<file path="src/design/hws_pkg.sv">
// Package of register map, field layout and timing constants for the sequencer
package hws_pkg;

	// Register indices; the byte address on the bus is four times the index
	localparam logic [7:0] HWS_IDX_TRIGGER = 8'h0C;
	localparam logic [7:0] HWS_IDX_SLOT_FIRST = 8'h0F;
	localparam logic [7:0] HWS_IDX_SLOT_SECOND = 8'h10;
	localparam logic [7:0] HWS_IDX_SLOT_FOUR = 8'h12;
	localparam logic [7:0] HWS_IDX_SLOT_FIVE = 8'h13;
	localparam logic [7:0] HWS_IDX_SLOT_LAST = 8'h16;
	localparam logic [7:0] HWS_IDX_STATUS = 8'h20;
	localparam logic [7:0] HWS_IDX_EFFECT_DONE = 8'h21;

	// Number of slots and slot field layout
	localparam int HWS_SLOTS = 8;
	localparam int HWS_DELAY_BIT = 7;
	localparam int HWS_FIELD_W = 7;
	localparam logic [6:0] HWS_FIELD_ZERO = 7'h00;
	localparam logic [7:0] HWS_SLOT_RESET = 8'h00;

	// Trigger bit within the trigger register
	localparam int HWS_TRIGGER_BIT = 0;

	// Delay timebase: 10 ms per unit at a 100 MHz clock
	localparam int HWS_CLK_HZ = 100_000_000;
	localparam int HWS_TICK_MS = 10;
	localparam int HWS_TICK_CYCLES = HWS_CLK_HZ / 1000 * HWS_TICK_MS;

	// Sequencer states
	typedef enum logic [2:0] {
		HWS_IDLE,
		HWS_FETCH,
		HWS_PLAY,
		HWS_WAIT,
		HWS_NEXT
	} hws_state_e;

endpackage : hws_pkg

</file>
<file path="src/design/hws_tick_if.sv">
// Interface carrying the delay timebase between sequencer and tick divider
`timescale 1ns/1ns
`default_nettype none
interface hws_tick_if;
	logic run;
	logic tick;
	modport source (input run, output tick);
	modport sink (output run, input tick);
endinterface : hws_tick_if
`default_nettype wire

</file>
<file path="src/design/hws_sequencer.sv">
// Waveform slot sequencer with APB register access
`timescale 1ns/1ns
`default_nettype none
// Overview of operation
// - Delay bit set: slot idles, no drive
// - Delay lasts field value times 10 ms
// - Delay bit clear: field is effect id
// - Effect id indexes the built-in library
// - Trigger bit starts playback at first slot
// - After effect ends, fetch following slot
// - Sequence ends after eighth slot
// - Zero identifier stops sequence, plays nothing
module hws_sequencer
	import hws_pkg::*;
#(
	parameter int TICK_CYCLES = HWS_TICK_CYCLES
) (
	// Clock and reset
	input wire logic CLK,
	input wire logic RESETN,
	// APB slave
	input wire logic PSEL,
	input wire logic PENABLE,
	input wire logic PWRITE,
	input wire logic [31:0] PADDR,
	input wire logic [31:0] PWDATA,
	output logic [31:0] PRDATA,
	output logic PREADY,
	output logic PSLVERR,
	// Effect library playback port
	output logic EFFECT_START,
	output logic [6:0] EFFECT_INDEX,
	input wire logic EFFECT_DONE,
	// Sequencer state
	output logic BUSY,
	output logic IDLING
);

	// Slot storage, one byte per slot
	logic [7:0] slot [HWS_SLOTS]; // Eight sequence slots
	logic [7:0] next_slot [HWS_SLOTS]; // Slot values after bus writes
	// Walk position and delay countdown
	logic [2:0] pos; // Current slot position
	logic [2:0] next_pos; // Position after this cycle
	logic [6:0] wait_left; // Remaining delay units
	logic [6:0] next_wait_left; // Delay units after this cycle
	// Run flag seen by software as the trigger bit
	logic trigger; // Trigger bit, cleared by hardware at end
	logic next_trigger; // Trigger after set and clear
	// Sequencer state
	hws_state_e state; // Current walk state
	hws_state_e next_state; // Walk state after this cycle
	// Playback port and read data next values
	logic next_start; // Start pulse for the next cycle
	logic [6:0] next_index; // Effect index for the next cycle
	logic [31:0] next_prdata; // Read data for the next cycle
	// Bus decode helpers
	logic [7:0] idx; // Register index from byte address
	logic wr_en; // Write takes effect this edge
	logic rd_en; // Read data captured this edge
	logic [7:0] cur; // Slot under the sequencer
	logic go_set; // Software sets trigger
	// Carrier to the tick divider
	hws_tick_if tk ();

	// Timebase divider
	hws_tick #(.TICK_CYCLES(TICK_CYCLES)) u_tick (
		.CLK(CLK),
		.RESETN(RESETN),
		.tk(tk)
	);

	// Every transfer completes in its first access cycle
	assign PREADY = 1'b1; // Zero wait states
	// Word-aligned addressing drops the two low bits
	assign idx = PADDR[9:2];
	// Writes land at the end of the access phase
	assign wr_en = PSEL && PENABLE && PWRITE;
	// Reads are looked up in setup so data stands in access
	assign rd_en = PSEL && !PENABLE && !PWRITE;
	// Slot the walk is looking at
	assign cur = slot[pos];
	// Writing zero to the trigger bit has no effect
	assign go_set = wr_en && idx == HWS_IDX_TRIGGER && PWDATA[HWS_TRIGGER_BIT];
	// Sequence in progress while the trigger bit stands
	assign BUSY = trigger;
	// No effect is driven while a delay slot runs
	assign IDLING = state == HWS_WAIT;
	// Divider only counts during a delay, so each delay starts aligned
	assign tk.run = state == HWS_WAIT;

	// Unmapped index answers with an error
	always_comb begin
		PSLVERR = 1'b0;
		if (PSEL && PENABLE) begin
			PSLVERR = !(idx == HWS_IDX_TRIGGER || idx == HWS_IDX_STATUS
				|| (idx >= HWS_IDX_SLOT_FIRST && idx <= HWS_IDX_SLOT_LAST));
		end
	end

	// Read data mux, captured in setup cycle
	always_comb begin
		next_prdata = PRDATA;
		if (rd_en) begin
			// Unused bits and unmapped indices read as zero
			next_prdata = 32'h0000_0000;
			if (idx >= HWS_IDX_SLOT_FIRST && idx <= HWS_IDX_SLOT_LAST) begin
				next_prdata[7:0] = slot[3'(idx - HWS_IDX_SLOT_FIRST)];
			end else if (idx == HWS_IDX_TRIGGER) begin
				next_prdata[HWS_TRIGGER_BIT] = trigger;
			end else if (idx == HWS_IDX_STATUS) begin
				next_prdata[2:0] = pos;
				next_prdata[6:4] = 3'(state);
			end
		end
	end

	// Slot register writes
	always_comb begin
		for (int i = 0; i < HWS_SLOTS; i++) begin
			next_slot[i] = slot[i];
			// Only the low byte of the bus word is stored
			if (wr_en && idx == HWS_IDX_SLOT_FIRST + 8'(i)) begin
				next_slot[i] = PWDATA[7:0];
			end
		end
	end

	// Sequencer walk over the slots
	always_comb begin
		next_state = state;
		next_pos = pos;
		next_wait_left = wait_left;
		next_trigger = trigger;
		next_start = 1'b0;
		next_index = EFFECT_INDEX;
		if (go_set) begin
			next_trigger = 1'b1;
		end
		unique case (state)
			// Wait for software to set the trigger
			HWS_IDLE: begin
				if (trigger) begin
					next_pos = 3'h0;
					next_state = HWS_FETCH;
				end
			end
			// Decode the slot: stop, delay or effect
			HWS_FETCH: begin
				if (cur[HWS_FIELD_W-1:0] == HWS_FIELD_ZERO) begin
					next_state = HWS_IDLE;
					next_trigger = go_set;
				end else if (cur[HWS_DELAY_BIT]) begin
					next_wait_left = cur[HWS_FIELD_W-1:0];
					next_state = HWS_WAIT;
				end else begin
					next_index = cur[HWS_FIELD_W-1:0];
					next_start = 1'b1;
					next_state = HWS_PLAY;
				end
			end
			// Effect runs until the library reports it done
			HWS_PLAY: begin
				if (EFFECT_DONE) begin
					next_state = HWS_NEXT;
				end
			end
			// Count delay units on the divided tick
			HWS_WAIT: begin
				if (tk.tick) begin
					next_wait_left = wait_left - 7'h01;
					if (wait_left == 7'h01) begin
						next_state = HWS_NEXT;
					end
				end
			end
			// Advance, or finish after the last slot
			HWS_NEXT: begin
				if (pos == 3'(HWS_SLOTS - 1)) begin
					next_state = HWS_IDLE;
					next_trigger = go_set;
				end else begin
					next_pos = pos + 3'h1;
					next_state = HWS_FETCH;
				end
			end
			// Unused state codes fall back to idle
			default: begin
				next_state = HWS_IDLE;
			end
		endcase
	end

	// Register all state
	always_ff @(posedge CLK or negedge RESETN) begin
		if (!RESETN) begin
			// All slots empty, walk stopped, outputs quiet
			for (int i = 0; i < HWS_SLOTS; i++) begin
				slot[i] <= HWS_SLOT_RESET;
			end
			state <= HWS_IDLE;
			pos <= 3'h0;
			wait_left <= 7'h00;
			trigger <= 1'b0;
			EFFECT_START <= 1'b0;
			EFFECT_INDEX <= 7'h00;
			PRDATA <= 32'h0000_0000;
		end else begin
			// Take every next value computed above
			slot <= next_slot;
			state <= next_state;
			pos <= next_pos;
			wait_left <= next_wait_left;
			trigger <= next_trigger;
			EFFECT_START <= next_start;
			EFFECT_INDEX <= next_index;
			PRDATA <= next_prdata;
		end
	end

endmodule : hws_sequencer
`default_nettype wire

</file>
<file path="src/design/hws_tick.sv">
// Divider that makes the fixed 10 ms delay tick from the device clock
`timescale 1ns/1ns
`default_nettype none
module hws_tick
	import hws_pkg::*;
#(
	parameter int TICK_CYCLES = HWS_TICK_CYCLES
) (
	// Clock and reset
	input wire logic CLK,
	input wire logic RESETN,
	// Tick carrier
	hws_tick_if.source tk
);

	logic [31:0] count; // Cycle counter inside one tick
	logic [31:0] next_count;
	logic next_tick;

	// Count while running; restart whenever stopped
	always_comb begin
		next_count = 32'h0000_0000;
		next_tick = 1'b0;
		if (tk.run) begin
			if (count == 32'(TICK_CYCLES - 1)) begin
				next_tick = 1'b1;
			end else begin
				next_count = count + 32'h0000_0001;
			end
		end
	end

	// Register counter and tick pulse
	always_ff @(posedge CLK or negedge RESETN) begin
		if (!RESETN) begin
			count <= 32'h0000_0000;
			tk.tick <= 1'b0;
		end else begin
			count <= next_count;
			tk.tick <= next_tick;
		end
	end

endmodule : hws_tick
`default_nettype wire

</file>
<file path="config.mk">
export PLATFORM = sky130hd
export DESIGN_NAME = hws_sequencer
export DESIGN_NICKNAME = d
export VERILOG_FILES = /design/src/design/hws_pkg.sv /design/src/design/hws_tick_if.sv /design/src/design/hws_sequencer.sv /design/src/design/hws_tick.sv
export SDC_FILE = /design/constraint.sdc
export NUM_CORES = 1
export LEC_CHECK = 0
export BUFFER_PORTS_ARGS = -buffer_cell sky130_fd_sc_hd__clkbuf_2
export CAP_MARGIN = 15
export CORE_MARGIN = 2
export CORE_UTILIZATION = 50
export DETAILED_ROUTE_END_ITERATION = 10
export GPL_TIMING_DRIVEN = 0
export HOLD_SLACK_MARGIN = 0.06
export PLACE_DENSITY = 0.77
export SLEW_MARGIN = 25
export SYNTH_ARGS = -nofsm -noshare
export SYNTH_HDL_FRONTEND = slang
export SYNTH_HIERARCHICAL = 1
export SYNTH_SLANG_ARGS = --single-unit
</file>
<file path="constraint.sdc">
create_clock -name CLK -period 2.8 [get_ports CLK]
set_input_delay 0.42 -clock CLK [delete_from_list [all_inputs] [get_ports CLK]]
set_output_delay 0.42 -clock CLK [all_outputs]
set_load 0.01 [all_outputs]
</file>
# ---- Word level (Yosys, flattened, before mapping)
# Cells that the tools add are included.
dict set report op_classes {
  add_sub_neg 4
  order_cmp 4
  eq_ne 24
  mux 42
  bitwise 4
  n_reduce_logical 28
}
# cell count
set ops {}
lappend ops {{32-bit two-way mux} 2}
lappend ops {{8-bit by 5-bit equality test with 1-bit output (second input constant)} 7}
lappend ops {{8-bit binary-select mux with 3-bit select} 2}
lappend ops {{3-bit two-way mux} 11}
lappend ops {{32-bit by 1-bit adder with 32-bit output (second input constant)} 1}
lappend ops {{32-bit by 20-bit equality test with 1-bit output (second input constant)} 1}
lappend ops {{8-bit two-way mux} 4}
lappend ops {{7-bit two-way mux} 3}
lappend ops {{8-bit by 4-bit equality test with 1-bit output (second input constant)} 2}
lappend ops {{1-bit logical AND} 15}
lappend ops {{3-bit one-hot mux with 5 select lines} 1}
lappend ops {{1-bit two-way mux} 14}
lappend ops {{7-bit one-hot mux with 2 select lines} 1}
lappend ops {{2-bit != test (second input constant)} 5}
lappend ops {{8-bit by 6-bit equality test with 1-bit output (second input constant)} 1}
lappend ops {{4-bit >= comparator (second input constant)} 2}
lappend ops {{8-bit by 4-bit >= comparator with 1-bit output (second input constant)} 1}
lappend ops {{8-bit by 5-bit less-or-equal comparator with 1-bit output (second input constant)} 1}
lappend ops {{3-bit NOT with 4-bit output} 2}
lappend ops {{4-bit AND reduction} 2}
lappend ops {{7-bit by 1-bit equality test with 1-bit output (second input constant)} 1}
lappend ops {{7-bit zero test} 1}
lappend ops {{7-bit by 1-bit subtractor with 7-bit output (second input constant)} 1}
lappend ops {{3-bit by 2-bit equality test with 1-bit output (second input constant)} 2}
lappend ops {{other kinds (14)} 23}
dict set report totals {
  reg_bits 127
  output_inout_bits 44
  wordCells 123
}

# ---- Depth between registers and ports, before layout
dict set report logic_depth {
  depth_word 7
  depth_mapped 9
  depth_no_buf 7
}

# ---- By module
# Netlist, hierarchy kept.
# mod n_inst cells_per_inst area_each_um2 seq_area_each_um2
set by_module_without_submodules {}
lappend by_module_without_submodules {hws_sequencer 1 438 5455.2 2352.3}
lappend by_module_without_submodules {hws_tick 1 183 1726.7 825.8}

# ---- Least setup slack after synthesis
# Ideal clock, no wire load.
dict set report synth_path {
  kind {input-to-reg}
  startpoint {input port PADDR[2]}
  endpoint {register PRDATA[5]}
  setup_time_ns 0.137
  arrival_ns 2.697
  t_required_ns 2.663
  slack_ns -0.034
  cell_stages 9
  path_buffers 3
  cell_sequence {clkbuf_1 inv_1 ha_1 clkbuf_1 buf_2 mux4_2 mux2_2 a22oi_1 a21oi_1}
}
dict set report synth_between {
  elab_chain_cells 6
  word_cells_on_any_way 13
  classes_between {add/sub: 1; order compare: 2; eq/ne: 2; mux: 6; bitwise: 1; reduce/logical: 1}
}
# element line
set synth_lines {}
lappend synth_lines {{start, declared} hws_sequencer.sv:25} ;# input wire logic [31:0] PADDR,
lappend synth_lines {{3-bit subtractor} hws_sequencer.sv:108} ;# next_prdata[7:0] = slot[3'(idx - HWS_IDX_SLOT_FIRST)];
lappend synth_lines {{3-bit NOT with 4-bit output (implied by the code)} hws_sequencer.sv:108}
lappend synth_lines {{8-bit binary-select mux with 3-bit select} hws_sequencer.sv:108}
lappend synth_lines {{8-bit two-way mux (implied by the code) (2 in series)} hws_sequencer.sv:108}
lappend synth_lines {{3-bit two-way mux *} hws_sequencer.sv:107} ;# if (idx >= HWS_IDX_SLOT_FIRST && idx <= HWS_IDX_SLOT_LAST) begin
lappend synth_lines {{end signal, assigned} hws_sequencer.sv:217} ;# PRDATA <= next_prdata;
lappend synth_lines {{end, declared} hws_sequencer.sv:27} ;# output logic [31:0] PRDATA,
# Every way passes the cells marked *; elsewhere a longest branch is shown, timed or not. The select of a mux whose other input is x is not followed.
# A chain may end at the register's enable or synchronous reset.

# ---- Worst setup path in the final report
dict set report layout_path {
  startpoint {register pos[1]}
  endpoint {register wait_left[2]}
}
dict set report layout_between {
  elab_chain_cells 7
  word_cells_on_any_way 11
  classes_between {eq/ne: 2; mux: 6; bitwise: 1; reduce/logical: 2}
}
# element line
set layout_lines {}
lappend layout_lines {{start, declared} hws_sequencer.sv:43} ;# logic [2:0] pos;
lappend layout_lines {{start signal, assigned} hws_sequencer.sv:212} ;# pos <= next_pos;
lappend layout_lines {{3-bit NOT with 4-bit output (implied by the code) *} hws_sequencer.sv:82} ;# assign cur = slot[pos];
lappend layout_lines {{8-bit binary-select mux with 3-bit select *} hws_sequencer.sv:82}
lappend layout_lines {{8-bit two-way mux (implied by the code) * (2 in series)} hws_sequencer.sv:82}
lappend layout_lines {{7-bit zero test / 7-bit two-way mux (equally long branches)} {hws_sequencer.sv:150, hws_sequencer.sv:153}}
lappend layout_lines {{2-bit != test (no line) / 7-bit two-way mux (equally long branches)} -}
lappend layout_lines {{4-bit AND reduction (no line) / 7-bit one-hot mux with 2 select lines (equally long branches)} -}
lappend layout_lines {{end signal, assigned} hws_sequencer.sv:213} ;# wait_left <= next_wait_left;
lappend layout_lines {{end, declared} hws_sequencer.sv:45} ;# logic [6:0] wait_left;
# Marked as above.

==> flow_summary_export.csv <==
group,metric,value,unit
sta,rsz0062_at_grt,"false",
setup_path,cp_cell_sequence,"buf_4, mux2_1, mux4_2, a22oi_2, buf_2, a211oi_1, a311o_1",
synthesis,async_flop_share,1.000,
sta,clock_skew,11.31,ps
detailed_routing,num_vias,5442,
synthesis,synth_adder_area_share,0.01568,
synthesis,ys_warn_count,6,
sta,hold_viol,0,
clocking,path_clk_slew,50,ps
sta,finalCritPeriodShare,0.9595,
sta,min_period,2687,ps
clocking,cts_buffer_depth,2,
floorplanning,dieHeight,123.9,microns
setup_path,worst_ep_required_time,3100,ps
clocking,cts_setup_buffers,0,
outcome,status,"finished clean",
setup_path,crit_arrival,2990,ps
global_route,antenna_found_initial,1,
synthesis,synth-edff-count,0,
floorplanning,core_area,13930,sq um
synthesis,synth_most_common_cell,"dfrtp_1",
synthesis,syn_inst,621,
clocking,root_buffer,"clkbuf_16",
sta,finalSetupViolations,0,
sta,clock.fmax,372.2,MHz
place,io_buffers,40,
sta,slew_headroom,0.3194,
setup_path,startpoint_type,"flip-flop",
detailed_routing,drt_pass1_iterations,5,
synthesis,ys.flop_type,"dfrtp_1",
synthesis,ys_seq_area_frac,0.4425,
setup_path,worst-path-buf-inv,2,
floorplanning,die_w,123.9,microns
synthesis,synth_xor_area_frac,0.03171,
synthesis,synth_cell_types,68,
synthesis,synth_top_family_by_area,"multiplexers",
synthesis,synth_compound_area_frac,0.07805,
synthesis,syn_area_per_cell,11.57,sq um
layout,drive_above_1_share,0.3133,
worst_hold_path,hold_class,"in -> reg",
place,dp.final_hpwl,12600,microns
sta,worst_slew_pin_slew,1017,ps
clocking,clk_latency,420,ps
synthesis,synth_mux_area_frac,0.2383,
layout,instances_no_fill,896,
detailed_routing,drt_iter0_drc,436,
global_route,grt_max_degree,71,
layout,nets,782,
synthesis,synthSimpleGateAreaFrac,0.1382,
setup_path,path_class,"reg -> reg",
place,gp_congestion,0.9195,
setup_path,cpPeakStageDelay,550,ps
detailed_routing,via_per_inst,6.074,
detailed_routing,ant_nets,0,
power_and_ir_drop,max-vdd-ir-drop,456.1,uV
floorplanning,die_area,15340,sq um
run,maxCapViolCount,0,
power_and_ir_drop,p_per_area,512.3,nW/um^2
global_route,grt-ovfl-total,0,
setup_path,end_kind,"flip-flop",
synthesis,netlist_area,7182,sq um
synthesis,synth_largest_area_cell,"dfrtp_1",
place,place_inst,865,
clocking,ctsHtreeMaxLevel,4,
synthesis,ys_top_cells_by_area,"dfrtp_1, mux2_2, mux4_2",
setup_path,path_max_fanout,10,
clocking,clock-sinks,127,
global_route,gr-usage-all-layers,0.2432,
power_and_ir_drop,leakage,3.759,nW
floorplanning,top_level_ports,114,
floorplanning,initial_core_util,0.5154,
layout,fin_util,0.5963,
layout,syn_to_final_growth,15.70,%
global_route,grt_pass1_vias,5299,
detailed_routing,post_drt_wl_per_cell,19.77,microns
synthesis,ys_ff_latch,127,
detailed_routing,wl,17720,microns
clocking,cts_tree,"yes",
synthesis,synth_top_area_share,0.4425,
setup_path,cp_slowest_cell,"mux4_2",
detailed_routing,drc,0,
floorplanning,core.rowCount,43,
global_route,grt_first_pass_wirelength,27750,microns
sta,finalMaxSlewViolations,0,
setup_path,cp_top_family,"multiplexers",
synthesis,synth_commonest_cells,"dfrtp_1, mux2_2, nor2_1",
clocking,cts_buffers,17,
==> cell families after synthesis <==
| logic type | count (synthesis) |
|---|---|
| other | 2 |
| DFF | 127 |
| AOI/OAI and AO/OA | 72 |
| adders and majority gates | 9 |
| and+or+nand+nor | 189 |
| muxes | 128 |
| xor gates and xnor gates | 26 |
| buffers and inverters | 68 |
==> path summary, 6_finish.rpt <==
| path | slack (ps) | depth (start not counted) | end | start |
|---|---|---|---|---|
| worst max-delay path | 110 | 7 | wait_left[2]$_DFFE_PN0P_ | pos[1]$_DFFE_PN0P_ |
| worst min-delay path | 330 | 2 | slot[19]$_DFFE_PN0P_ | PWDATA[3] |
| worst max register to register | 110 | 7 | wait_left[2]$_DFFE_PN0P_ | pos[1]$_DFFE_PN0P_ |
| worst min register to register | 510 | 1 | u_tick/count[0]$_DFF_PN0_ | u_tick/count[0]$_DFF_PN0_ |
| max in group asynchronous | 1540 | 3 | pos[1]$_DFFE_PN0P_ | RESETN |
| min in group asynchronous | 560 | 2 | u_tick/count[19]$_DFF_PN0_ | RESETN |
==> area by class of cell <==
type	count	area (sq um)
clock buffers	19	432.9
clock inverters	12	121.4
repair buffers	42	246.5
multi-input cells	449	3715
flip-flops and latches	127	3179
diodes	1	2.502
inverters	20	75.07
fillers	1101	5625
well taps	180	225.2
plain buffers	46	311.5
==> report_power, final <==
group	internal (mW)	switching, mW
Combinational	0.120	0.169
Clock	1.29	0.793
Sequential	1.86	0.0190
Total	3.28	0.981
==> sequential cells by signal, summed over array words and instances (netlist names) <==
| signal | cells |
|---|---|
| slot | 64 |
| EFFECT_INDEX | 7 |
| state | 3 |
| u_tick/tk.tick | 1 |
| pos | 3 |
| EFFECT_START | 1 |
| BUSY | 1 |
| u_tick/count | 32 |
| PRDATA | 8 |
| wait_left | 7 |
==> stage by stage <==
stage | hold WS (ps) | TNS [ps] | instance area (sq um) | total power [mW] | setup WS, ps
3_3_place_gp | 492.3 | -71580 | 7696 | 2.183 | -762.5
6_report | 332.1 | 0 | 8309 | 4.257 | 113.5
5_1_grt | 326.3 | 0 | 8309 | 4.407 | 23.43
3_5_place_dp | 460.0 | -5017 | 7740 | 2.201 | -895.3
4_1_cts | 320.5 | 0 | 8299 | 4.284 | 41.14
2_1_floorplan | 124.4 | 0 | 7271 | 2.075 | 49.60
==> metal layers <==
| layer | track usage | routed length [microns] | vias to the layer above |
|---|---|---|---|
| li1 | - | - | 2425 |
| met3 | 0.06639 | 1455 | 43 |
| met2 | 0.3822 | 8502 | 277 |
| met4 | 0.1193 | 493 | 2 |
| met1 | 0.3095 | 7221 | 2695 |
| met5 | 0.02083 | 41 | - |
==> worst reg2reg max path, delay by kind of cell (launching register included) <==
kind                   cells  cell delay (ps)
buffers and inverters      2              540
AO/OA/AOI/OAI              3              650
flip-flops                 1              480
multiplexers               2              910
==> timing repair <==
| action | in CTS | in global routing |
|---|---|---|
| hold buffers | 1 | 0 |
| setup endpoints to repair | 8 | 6 |
| resized for setup | 1 | 4 |
| hold endpoints to repair | 69 | 0 |
==> cell usage in the layout (no fill, tap or decap), drive strengths merged, types with 9 or more instances in the layout <==
master and n:
a21oi 13, a22oi 10, and3 9, buf 38, clkbuf 68, conb 25
dfrtp 127, ha 9, inv 20, mux2 88, mux2i 15, mux4 25
nand2 35, nand3 17, nand4 10, nor2 47, nor3 26, nor4 12
o21ai 11, xnor2 20
(Power assumes the default switching activity.)
